### src/rtl/sram_host_pkg.sv
// Purpose: constants and types for the byte-wide async static memory host controller
// Assumes: one 100 MHz clock, synchronous active-low reset
// Notes: nanosecond limits are turned into whole clock cycles here
// Notes on behaviour
// RULE1: select active only when low-low, high-high
// RULE2: memory floats data when deselected or gated
// RULE3: read: selected, strobe high, gate low
// RULE4: storing happens only during strobe-select overlap
// RULE5: all qualifiers active begin write; one ends
// RULE6: data timed against the write-ending edge
// RULE7: no host drive while memory still drives
// RULE8: strobe low covers float plus setup time
// RULE9: read data valid 45 ns after address
// RULE10: old data holds 10 ns after address
// RULE11: address stable 35 ns before write end
// RULE12: data valid 25 ns before write end
// RULE13: address valid before select goes active (writes: select goes active on the same edge as the address)
// RULE14: nanosecond limits round up to cycles
package sram_host_pkg;

  localparam int CLK_PERIOD_PS = 10000;

  // limits in picoseconds, figures as printed in ns
  localparam int READ_ACCESS_PS           = 45000;
  localparam int READ_HOLD_PS             = 10000;
  localparam int ADDR_SETUP_WRITE_PS      = 35000;
  localparam int WRITE_DATA_SETUP_PS      = 25000;
  localparam int STROBE_TO_FLOAT_PS       = 18000;
  localparam int WRITE_CYCLE_PS           = 45000;
  localparam int GATE_TO_FLOAT_PS         = 18000;

  function automatic int cycles_up(input int ps);
    int c;
    c = (ps + CLK_PERIOD_PS - 1) / CLK_PERIOD_PS;
    return (c < 1) ? 1 : c;
  endfunction : cycles_up

  localparam int READ_CYCLES      = cycles_up(READ_ACCESS_PS);          // RULE14
  localparam int STROBE_CYCLES    = cycles_up(STROBE_TO_FLOAT_PS + WRITE_DATA_SETUP_PS);
  localparam int WRITE_LOW_CYCLES = (cycles_up(ADDR_SETUP_WRITE_PS) > STROBE_CYCLES)
                                    ? cycles_up(ADDR_SETUP_WRITE_PS) : STROBE_CYCLES;
  localparam int FLOAT_CYCLES     = cycles_up(GATE_TO_FLOAT_PS);
  // pin register plus the first sync stage ahead of the read sample
  localparam int RD_PIPE_CYCLES   = 2;
  localparam int CNT_W            = 4;

  localparam logic [CNT_W-1:0] CNT_ZERO = 4'h0;
  localparam logic [CNT_W-1:0] CNT_ONE  = 4'h1;

  typedef enum {
    ST_IDLE,
    ST_RD_SETUP,
    ST_RD_WAIT,
    ST_WR_SETUP,
    ST_WR_LOW,
    ST_WR_END,
    ST_FLOAT
  } state_t;

endpackage : sram_host_pkg

### src/rtl/pin_bus_if.sv
// Purpose: carries the memory pin group between the sequencer and the pin stage
// Assumes: all signals on mclk
// Notes: pin levels are in device polarity except the high-active select, inverted from sel_n in the pin stage
`timescale 1ns/10ps
`default_nettype none
interface pin_bus_if #(
  parameter int AW = 20,
  parameter int DW = 8
);
  logic [AW-1:0] addr;
  logic          sel_n;
  logic          strobe_n;
  logic          gate_n;
  logic [DW-1:0] wdata;
  logic          drive;
  logic [DW-1:0] rdata;

  modport seq (output addr, output sel_n, output strobe_n, output gate_n,
               output wdata, output drive, input rdata);
  modport pins (input addr, input sel_n, input strobe_n, input gate_n,
                input wdata, input drive, output rdata);
endinterface : pin_bus_if
`default_nettype wire

### src/rtl/sram_host_ctrl.sv
// Purpose: host controller sequencing reads and writes to an async byte memory
// Assumes: pins registered in the pin stage, one cycle after the sequencer
// Notes: strobe-controlled writes with the output gate held high
`timescale 1ns/10ps
`default_nettype none
module sram_host_ctrl
  import sram_host_pkg::*;
#(
  parameter int AW = 20,
  parameter int DW = 8
) (
  input  wire logic          mclk,
  input  wire logic          rstn,
  input  wire logic          req_valid,
  input  wire logic          req_write,
  input  wire logic [AW-1:0] req_addr,
  input  wire logic [DW-1:0] req_wdata,
  output logic               req_ready,
  output logic               rsp_valid,
  output logic [DW-1:0]      rsp_rdata,
  output logic [AW-1:0]      mem_addr,
  output logic               select_low_active,
  output logic               select_high_active,
  output logic               write_strobe_n,
  output logic               output_gate_n,
  output logic [DW-1:0]      data_out,
  output logic               data_oe,
  input  wire logic [DW-1:0] data_in
);

  // every load must fit the down counter
  if (AW < 1 || DW < 1 || READ_CYCLES + RD_PIPE_CYCLES >= (1 << CNT_W) ||
      WRITE_LOW_CYCLES > (1 << CNT_W) || FLOAT_CYCLES > (1 << CNT_W))
  begin : g_bad_params
    $error("sram_host_ctrl: unsupported parameters");
  end

  ////////////////////////////////////////////////////////////////////////
  pin_bus_if #(.AW(AW), .DW(DW)) bus ();

  state_t         state;
  state_t         next_state;
  logic [CNT_W-1:0] cnt;
  logic [CNT_W-1:0] next_cnt;
  logic [AW-1:0]  addr;
  logic [DW-1:0]  wdata;
  logic           is_write;

  wire cnt_done   = (cnt == CNT_ZERO);
  wire take       = req_valid && (state == ST_IDLE);
  // two more cycles: pin register plus the first sync stage
  wire [CNT_W-1:0] rd_load = CNT_W'(READ_CYCLES + RD_PIPE_CYCLES);
  wire [CNT_W-1:0] wr_load = CNT_W'(WRITE_LOW_CYCLES - 1);
  wire [CNT_W-1:0] fl_load = CNT_W'(FLOAT_CYCLES - 1);

  assign req_ready = (state == ST_IDLE);

  ////////////////////////////////////////////////////////////////////////
  always_comb
  begin
    next_state = state;
    next_cnt   = cnt_done ? CNT_ZERO : cnt - CNT_ONE;
    case (state)
      ST_IDLE:
        if (req_valid)
          next_state = req_write ? ST_WR_SETUP : ST_RD_SETUP;
      // address first, select after: address valid at select edge
      ST_RD_SETUP:
      begin
        next_state = ST_RD_WAIT;  // RULE13
        next_cnt   = rd_load;     // RULE9
      end
      ST_RD_WAIT:
        if (cnt_done)
        begin
          next_state = ST_FLOAT;
          next_cnt   = fl_load;
        end
      ST_WR_SETUP:
      begin
        next_state = ST_WR_LOW;   // RULE5
        next_cnt   = wr_load;     // RULE8 RULE11 RULE12
      end
      ST_WR_LOW:
        if (cnt_done)
          next_state = ST_WR_END;
      // strobe rises, data and address held one more cycle
      ST_WR_END:
      begin
        next_state = ST_FLOAT;    // RULE6
        next_cnt   = fl_load;
      end
      ST_FLOAT:
        if (cnt_done)
          next_state = ST_IDLE;
      default:
        next_state = ST_IDLE;
    endcase
  end

  always_ff @(posedge mclk)
  begin
    if (!rstn)
    begin
      state    <= ST_IDLE;
      cnt      <= CNT_ZERO;
      addr     <= '0;
      wdata    <= '0;
      is_write <= 1'b0;
    end
    else
    begin
      state <= next_state;
      cnt   <= next_cnt;
      if (take)
      begin
        addr     <= req_addr;
        wdata    <= req_wdata;
        is_write <= req_write;
      end
    end
  end

  ////////////////////////////////////////////////////////////////////////
  wire in_rd = (state == ST_RD_WAIT);
  wire in_wr = (state == ST_WR_SETUP) || (state == ST_WR_LOW) || (state == ST_WR_END);

  assign bus.addr     = addr;
  assign bus.sel_n    = ~(in_rd || in_wr);                          // RULE1
  assign bus.gate_n   = ~in_rd;                                     // RULE3
  assign bus.strobe_n = ~(state == ST_WR_LOW);                      // RULE4 RULE5
  assign bus.wdata    = wdata;
  // gate high since float period; memory is not driving
  assign bus.drive    = in_wr;                                      // RULE7 RULE2

  // sample last: old data would still hold 10 ns after an address move
  wire rd_last = in_rd && cnt_done;                                 // RULE10

  always_ff @(posedge mclk)
  begin
    if (!rstn)
    begin
      rsp_valid <= 1'b0;
      rsp_rdata <= '0;
    end
    else
    begin
      rsp_valid <= rd_last || (state == ST_WR_END);
      if (rd_last)
        rsp_rdata <= bus.rdata;
    end
  end

  sram_pin_stage #(.AW(AW), .DW(DW)) u_pins (
    .mclk               (mclk),
    .rstn               (rstn),
    .bus                (bus),
    .mem_addr           (mem_addr),
    .select_low_active  (select_low_active),
    .select_high_active (select_high_active),
    .write_strobe_n     (write_strobe_n),
    .output_gate_n      (output_gate_n),
    .data_out           (data_out),
    .data_oe            (data_oe),
    .data_in            (data_in)
  );

endmodule : sram_host_ctrl
`default_nettype wire

### src/rtl/sram_pin_stage.sv
// Purpose: registers every memory pin and synchronises read data
// Assumes: pins go straight to the memory package
// Notes: read data pass two flip-flops before use
`timescale 1ns/10ps
`default_nettype none
module sram_pin_stage
  import sram_host_pkg::*;
#(
  parameter int AW = 20,
  parameter int DW = 8
) (
  input  wire logic          mclk,
  input  wire logic          rstn,
  pin_bus_if.pins            bus,
  output logic [AW-1:0]      mem_addr,
  output logic               select_low_active,
  output logic               select_high_active,
  output logic               write_strobe_n,
  output logic               output_gate_n,
  output logic [DW-1:0]      data_out,
  output logic               data_oe,
  input  wire logic [DW-1:0] data_in
);

  logic [DW-1:0] data_meta;
  logic [DW-1:0] data_sync;

  always_ff @(posedge mclk)
  begin
    if (!rstn)
    begin
      mem_addr           <= '0;
      select_low_active  <= 1'b1;
      select_high_active <= 1'b0;
      write_strobe_n     <= 1'b1;
      output_gate_n      <= 1'b1;
      data_out           <= '0;
      data_oe            <= 1'b0;
    end
    else
    begin
      mem_addr           <= bus.addr;
      select_low_active  <= bus.sel_n;   // RULE1
      select_high_active <= ~bus.sel_n;  // RULE1
      write_strobe_n     <= bus.strobe_n;
      output_gate_n      <= bus.gate_n;
      data_out           <= bus.wdata;
      data_oe            <= bus.drive;
    end
  end

  // two stages: pin data is asynchronous to mclk
  always_ff @(posedge mclk)
  begin
    if (!rstn)
    begin
      data_meta <= '0;
      data_sync <= '0;
    end
    else
    begin
      data_meta <= data_in;
      data_sync <= data_meta;
    end
  end

  assign bus.rdata = data_sync;

endmodule : sram_pin_stage
`default_nettype wire

### config.mk
export PLATFORM = sky130hd
export DESIGN_NAME = sram_host_ctrl
export DESIGN_NICKNAME = d
export VERILOG_FILES = /design/src/rtl/sram_host_pkg.sv /design/src/rtl/pin_bus_if.sv /design/src/rtl/sram_host_ctrl.sv /design/src/rtl/sram_pin_stage.sv
export SDC_FILE = /design/constraint.sdc
export NUM_CORES = 1
export LEC_CHECK = 0
export ABC_CLOCK_PERIOD_IN_PS = 3400
export CAP_MARGIN = 40
export CORE_ASPECT_RATIO = 1.4
export CORE_MARGIN = 8
export CORE_UTILIZATION = 45
export CTS_CLUSTER_SIZE = 20
export DETAILED_ROUTE_END_ITERATION = 6
export DONT_BUFFER_PORTS = 1
export MAX_ROUTING_LAYER = met4
export PLACE_DENSITY_LB_ADDON = 0.08
export SLEW_MARGIN = 20
export SYNTH_ARGS = -nofsm -noshare
export SYNTH_HDL_FRONTEND = slang
export SYNTH_SLANG_ARGS = --single-unit
### constraint.sdc
create_clock -name mclk -period 3.4 [get_ports mclk]
set_input_delay 0.17 -clock mclk [delete_from_list [all_inputs] [get_ports mclk]]
set_output_delay 0.17 -clock mclk [all_outputs]
set_load 0.05 [all_outputs]
==> summary by stage, run 1 <==
Die
The overall die area is 10100 um2. For this configuration, the core starts out at a cell density of 46.3%. The floorplan die height is 116 um. For this design the top-level I/O count stands at 83. In this run the standard cell core region covers 6940 um2. The standard-cell row count is 36.

The overall die width is 87.4 um.

Timing
Static timing analysis puts the maximum clock frequency at 541 MHz. After layout, the worst path uses 54.4% of the clock period. The worst clock skew on the final layout is 0.00908 ns. Setup violations remaining at the end of the flow were counted as 0. The minimum period implied by the final worst setup slack is 1.85 ns. The count of final max-slew check failures was 0. For the pin with the worst max-slew slack, the measured transition is 0.876 ns. The number of hold violations in the final report is 0.

The aggregate negative setup slack is 0 ns. Setup repair after global routing left no endpoint under its margin. The remaining max-slew budget at the tightest pin is 41.3%.

Global route
Global routing used 13.4% of the available tracks across all layers. The via count of the first global-routing pass was 1981. Summed over all layers, the global routing overflow is 0. The number of antenna violations at the first check in global routing is 0.

The maximum number of pins on one net before global-route repair is 92. The first-pass GRT wire length is 10.2 mm.

Synthesis
When the netlist entered floorplanning its net count stood at 364. Yosys attributes the largest share of cell area to dfxtp_1 58%, and2_1 9.0%, nand2_1 7.4%. By count the netlist is led by 93 x dfxtp_1, 63 x nand2_1, 46 x and2_1. Synthesis produced a netlist whose cell count is 323. The number of synthesized flops with an enable pin is 0. In this run, synthesis produced a sequential element count of 93. The synthesized design devotes to its leading area cell type 58.0% of total area. The mapped netlist covers 3210 um2. The number of warning messages in the yosys log is 0. The library cell with the largest summed area after synthesis is dfxtp_1.

The sequential element share of the synthesized area is 58.0%. After synthesis, the netlist uses 40 different library cells. The primary flip-flop cell chosen by synthesis mapping is dfxtp_1.

A synthesized cell averages 9.94 um2. Counting flops with an async set or reset pin after synthesis yields a share of 0%. Yosys instantiated no cell more often than dfxtp_1.

Placed design
After legalization and detailed placement, the total HPWL measured 3.85 mm. The placer congestion estimate is 0.731. The number of input and output port buffers inserted is 0.

Run status
The flow ran to the end, and the final reports show no timing, DRC or antenna violations.

Layout
Across the whole layout, storage elements account for 1860 um2. The final antenna diode count is 0. The area of combinational cells with multiple inputs is 1220 um2. Of the cells placed in the final design, the portion with a size suffix greater than 1 is 7.61%.

The layout has 653 filler cells. The number of nets in the finished design is 391. The signed area change from the synthesized netlist to the final layout is 19.5%.

Clocking
The number of CTS-inserted buffers is 9. The clock latency of the later-clocked register in the worst-skew pair is 0.36 ns. The total number of clock tree sinks is 93.

The number of gates resized after cts is 0. The CTS tree is built. The maximum level of the CTS H-tree is 3. After clock tree synthesis, the clock-pin slew on the worst setup and hold paths is 0.09 ns. The tree is rooted in a clkbuf_8. In this run the deepest clock path goes through 2 buffers.

Worst setup path
The standard cell with the maximum stage delay on the critical path is nor3_2. The worst setup path is launched from a flip-flop. The number of buffer and inverter instances along the worst setup path is 0. The data required time at the worst endpoint is 3.23 ns. The category of cells accounting for the largest share of critical-path delay is simple AND/OR/NAND/NOR gates. The maximum fanout along the worst path is 17.

The delay contributed by the slowest stage of the critical path is 0.81 ns. The data arrival time of the critical path is 1.68 ns. The category of the worst setup path capture point is an output port. The worst setup path is of the reg2out kind. The critical path goes through nor3_2.

Power
In this run the static leakage power is 1.47 nW. The ratio of total power to cell area is 777 nW/um2. The design draws 2.98 mW.

The maximum vdd ir drop is 0.000437 V.

Detailed routing
The first detailed-routing pass ran for 4 iterations. The post-detailed-routing wire length is 6.30 mm. The remaining antenna violation count is 0. In the routed design, unresolved DRC markers number 0.

The post-detailed-route wirelength per cell is 14.0 um. Using the TritonRoute via totals, the vias-per-cell ratio works out to 4.76. For this block, the initial DRC count from the detailed router was 125. For this block, the via count after detailed routing is 2144.

Worst hold path
The tightest min-delay check is of the in2reg type.

Job
The max-cap check violation count is 0.
-- flip-flops by register name, summed over array words and instances, names as in the netlist, 3 cells and up --
name,flops
u_pins.mem_addr,20
bus.wdata,8
state,3
u_pins.bus.rdata,8
cnt,4
u_pins.data_meta,8
rsp_rdata,8
u_pins.data_out,8
addr,20
-- layout by cell type (no fill, tap or decap), types with 2 or more instances in the layout --
cell           netlist  routed
a211oi_1             4       4
a21boi_0             8       8
a21boi_1            28      28
a21oi_1              2       2
and2_1              46      46
buf_4                0       2
clkbuf_8             0       9
clkinv_2             0       2
clkinvlp_4           0       2
dfxtp_1             93      93
dlygate4sd3_1        0      37
inv_1                3       3
mux2i_1              2       2
nand2_1             63      63
nand3_1              8       8
nor2_1               2       2
nor2b_1              4       4
nor3_1               3       2
o21ai_0              9       9
or4b_1               2       2
-- cell type report --
type	count	share of cell area, %
well taps	95	3.10
clock inverters	6	1.66
multi-input cells	202	31.9
inverters	3	0.294
flip-flops and latches	93	48.6
repair buffers	41	11.2
clock buffers	10	3.33
-- kinds of logic (layout without fill, tap and decap cells) --
kind of cell | count (synthesis) | in the layout | share of synthesized area, %
DFF | 93 | 93 | 58.0
and+or+nand+nor | 139 | 139 | 23.2
adders and majority gates | 1 | 1 | 0.390
xor gates and xnor gates | 1 | 1 | 0.273
AOI/OAI and AO/OA | 58 | 58 | 13.0
muxes | 3 | 3 | 1.09
buffers and inverters | 28 | 60 | 4.05
-- what timing repair did --
action | CTS | global route
hold buffers | 38 | 0
setup buffers | 0 | 0
hold endpoints to repair | 92 | 0
-- stage by stage --
stage	hold slack, ns	cell area [um2]	util [%]	setup slack [ns]	std cells
global route	0.134	3830	55.3	1.40	450
detailed placement	0.251	3240	46.8	1.61	396
CTS	0.102	3830	55.3	1.50	450
finish	0.135	3830	55.3	1.55	450
global placement	0.247	3230	46.6	1.44	395
floorplan	0.292	3210	-	1.47	323
-- per-layer routing --
layer | track usage (%) | vias up | routed length, um
met3 | 3.90 | 15 | 432
met2 | 20.1 | 53 | 3060
met1 | 15.0 | 972 | 2650
met4 | 8.99 | 0 | 160
met5 | - | - | 0
li1 | - | 1104 | -
-- worst paths after layout --
check,to,startpoint,depth (start not counted),slack [ns]
min,state[1]$_SDFFE_PN0P_,rstn,3,0.13
max reg2reg,rsp_rdata[0]$_SDFFE_PN0P_,state[1]$_SDFFE_PN0P_,3,1.56
min reg2reg,u_pins.bus.rdata[4]$_SDFF_PN0_,u_pins.data_meta[4]$_SDFF_PN0_,1,0.44
max,req_ready,state[2]$_SDFFE_PN0P_,1,1.55
-- where the power goes --
part	total (mW)	internal (mW)	switching, mW
Clock	0.710	0.338	0.372
Sequential	1.62	1.25	0.363
Combinational	0.654	0.277	0.377
Note: power is estimated with default switching activity, not from simulation.
==> run 2: changes to the inputs <==
--- a/config.mk
+++ b/config.mk
@@ -5,7 +5,8 @@
 export SDC_FILE = /design/constraint.sdc
 export NUM_CORES = 1
 export LEC_CHECK = 0
-export ABC_CLOCK_PERIOD_IN_PS = 3400
+export ABC_AREA = 1
+export ABC_CLOCK_PERIOD_IN_PS = 1500
 export CAP_MARGIN = 40
 export CORE_ASPECT_RATIO = 1.4
 export CORE_MARGIN = 8
==> constraint.sdc (replaced) <==
create_clock -name mclk -period 1.5 [get_ports mclk]
set_input_delay 0.075 -clock mclk [delete_from_list [all_inputs] [get_ports mclk]]
set_output_delay 0.075 -clock mclk [all_outputs]
set_load 0.05 [all_outputs]
==> summary by stage, run 2 <==
Synthesis
The post-synthesis average cell area is 8.65 um2 (-13%). The commonest cells after synthesis are 93 x dfxtp_1, 87 x nand2_1, 53 x inv_1. Among all flip-flop cells after synthesis, the most frequent one is dfxtp_1. The number of standard cells after synthesis is 368 (+14%). The number of synthesized flops with an enable pin is 0 (unchanged). The register bit count reported by yosys is 93 (unchanged).

The number of nets in the synthesized netlist is 409 (+12%). The number of warning messages in the yosys log came to 0 (unchanged). The most common cell in the netlist is dfxtp_1.

The fraction of registers with async set or reset after synthesis was 0% (unchanged). By area the synthesized netlist is led by dfxtp_1 58%, nand2_1 10%, inv_1 6.3%. The number of library cell types mapped by synthesis is 23 (-43%). The top cell type's share of synthesized area was 58.5% (+0.48 points). The netlist area before placement is 3180 um2 (-0.82%). The sequential element share of the synthesized area is 58.5% (+0.48 points). The library cell with the largest summed area after synthesis is dfxtp_1.

Layout
Compared with the post-synthesis result, the final layout area differs by 23.3%. The number of nets in the finished design is 457 (+17%). The final antenna diode count is 0 (unchanged). The final non-filler cell area is 3930 um2 (+2.4%). The utilization after layout is 57.0% (+1.7 points). The most frequent standard cell in the layout excluding fill and tap cells is dfxtp_1. In the layout the commonest cells are 92 x dfxtp_1, 87 x nand2_1, 53 x inv_1.

The fraction of layout cells with a size suffix above 1 was 14.3% (+6.6 points). The largest registers in the layout are addr x20, u_pins.mem_addr x20.

Die
The overall die width was 87.1 um (-0.34%). The overall die area is 10100 um2 (-0.69%). The standard-cell row count is 36 (unchanged). The I/O pin count is 83 (unchanged). The floorplan die height is 116 um (-0.35%). The initial standard-cell utilization of the core is 46.2% (-0.079 points). The core box area was 6890 um2 (-0.65%).

Timing
The remaining max-slew budget at the tightest pin is 65.2% (+24 points). The final-layout worst hold slack is 0.0417 ns (-0.0932 ns). The number of hold violations in the final report is 0 (unchanged). The peak clock frequency supported by timing is 717 MHz. The worst clock skew on the final layout is 0.00738 ns (-0.00170 ns). The count of final max-slew check failures is 0 (unchanged). The aggregate negative setup slack is 0 ns (unchanged). Setup repair after global routing left no endpoint under its margin.

After layout, the worst path uses 92.9% of the clock period. The worst-margin pin slew is 0.521 ns (-0.355 ns). The number of endpoints failing setup at the final stage is 0 (unchanged). The minimum period implied by the final worst setup slack is 1.39 ns.

Global route
The number of antenna violations at the first check in global routing is 0 (unchanged). The total routing usage reported by global routing was 14.8% (+1.4 points). The via count of the first global-routing pass came to 2382 (+20%). The met3 track demand over resource in global routing is 4.83% (+0.92 points).

The remaining global-route overflow is 0 (unchanged). The global-route layer with the greatest usage is met2. The first-pass GRT wire length is 11.2 mm (+11%). The met1 global-route usage came to 15.4% (+0.32 points). The routing usage on met2 is 24.3% (+4.2 points). The maximum number of pins on one net before global-route repair is 58 (-37%).

Clocking
The maximum level of the CTS H-tree is 3 (unchanged). TritonCTS built the clock tree. The number of CTS-inserted buffers is 9 (unchanged). The clock latency of the later-clocked register in the worst-skew pair is 0.36 ns (about the same). The clock-pin slew of the registers on the worst-case setup and hold paths was 0.08 ns (about the same). The buffer type at the clock tree root is clkbuf_8. The total number of clock tree sinks was 93 (unchanged). The number of buffers on the longest clock path is 2 (unchanged).

Worst setup path
The data required time at the worst endpoint came to 1.42 ns (-1.81 ns). The startpoint class of the critical path is a flip-flop. The critical path is of the reg2out type. The beginning of the worst register-to-register path is state[1]$_SDFFE_PN0P_.

The endpoint of the most critical register-to-register path is addr[16]$_SDFFE_PN0P_. The worst setup slack for register-to-register paths is 0.13 ns (-1.43 ns). The category of the worst setup path capture point is an output port. The critical path starts at state[0]$_SDFFE_PN0P_. The critical path ends at req_ready. The maximum fanout along the worst path came to 13 (-4). The data arrival time of the critical path was 1.32 ns (-0.36 ns). The depth of the worst register-to-register path is 6 (+3).

Power
The maximum vdd ir drop is 0.000921 V (+110%). The static power due to leakage is 1.88 nW (+28%). The power after layout is 7.95 mW (+170%). The ratio of total power to cell area was 2020 nW/um2 (+160%).

Detailed routing
The remaining antenna violation count is 0 (unchanged). The starting DRC count in detailed routing is 112 (-10%). The overall via count from detail_route is 2370 (+11%). The post-detailed-route wirelength per cell was 13.5 um (-3.6%). The remaining routing DRC violations came to 0 (unchanged). The average via count per standard cell is 4.59 (-3.6%). The number of search-and-repair iterations in the first detailed-routing pass came to 4 (unchanged). The post-detailed-routing wire length is 6.96 mm (+11%).

Placed design
The instance area after placement is 3310 um2 (+2.0%). The placer congestion estimate is 0.733 (+0.21%). The post-detailed-placement half-perimeter wirelength is 4.32 mm (+12%). The number of input and output port buffers inserted is 0 (unchanged).

Worst hold path
The path type of the worst min-delay path is in2reg.

Job
The max-cap check violation count is 0 (unchanged).

Run status
The run finished with clean final reports.
-- run 2: changes by cell type after synthesis, sizes merged, moves of 4 or more --
cell / previous run / this run
a21oi: 2 / 36
and2: 46 / 0
inv: 3 / 54
nor2: 2 / 28
a211oi: 4 / 0
a21boi: 36 / 0
nand3: 8 / 35
clkbuf: 13 / 6
nand2: 63 / 88
nor2b: 4 / 0
-- run 2: kinds of logic after synthesis --
logic type	Yosys count	share of synthesized area, %
flip-flops	93	58.5
buffers and inverters	73	10.1
AND/OR/NAND/NOR	153	22.1
adder cells (fa/ha/maj)	1	0.393
AO/OA/AOI/OAI	48	8.92
-- run 2: metal layers --
layer,part of all wire (%),wire length [um]
met1,41,2860
met3,6.0,417
met2,51,3530
met4,2.1,149
met5,0,0
-- run 2: worst min path at each step --
stage	startpoint	to	slack (ns)	depth (start not counted)
after detailed placement	rstn	u_pins.output_gate_n$_SDFF_PN1_	0.16	1
after global placement	rstn	u_pins.output_gate_n$_SDFF_PN1_	0.16	1
after floorplan	data_in[3]	u_pins.data_meta[3]$_SDFF_PN0_	0.17	2
final	rstn	u_pins.output_gate_n$_SDFF_PN1_	0.04	2
after global routing	rstn	u_pins.output_gate_n$_SDFF_PN1_	0.03	2
after CTS	rstn	u_pins.output_gate_n$_SDFF_PN1_	0.006	2
-- run 2: area by class of cell --
| cell class | instances | area, um2 |
|---|---|---|
| Fill cell | 651 | 2970 |
| Multi-Input combinational cell | 202 | 1000 |
| Tap cell | 95 | 119 |
| Clock buffer | 12 | 145 |
| Timing Repair Buffer | 55 | 543 |
| Clock inverter | 4 | 47.5 |
| Inverter | 55 | 206 |
| Sequential cell | 93 | 1860 |
-- run 2: stage by stage --
stage          setup WS (ns)  std cells
4_1_cts               0.0153        515
3_5_place_dp           0.202        461
5_1_grt               0.0226        516
6_report               0.106        516
3_3_place_gp           0.272        461
2_1_floorplan          0.305        368
-- run 2: report_power, final --
group          internal, mW  switching, mW
sequential             2.98          0.820
combinational         0.897           1.63
clock                 0.812          0.811
total                  4.68           3.26
-- run 2: worst max-delay path: stages (launching register included) --
cell and delay (ns):
dfxtp_1 0.38, nor3_4 0.23, buf_6 0.18, buf_6 0.17
-- run 2: timing repair --
action                                  4_1_cts  5_1_grt
hold endpoints to repair                     86        0
setup buffers                                 0        1
hold buffers                                 38        0
endpoints found under the setup margin        1        1
cloned                                        0        0
gates resized for setup                       2        1
pin swaps                                     0        1
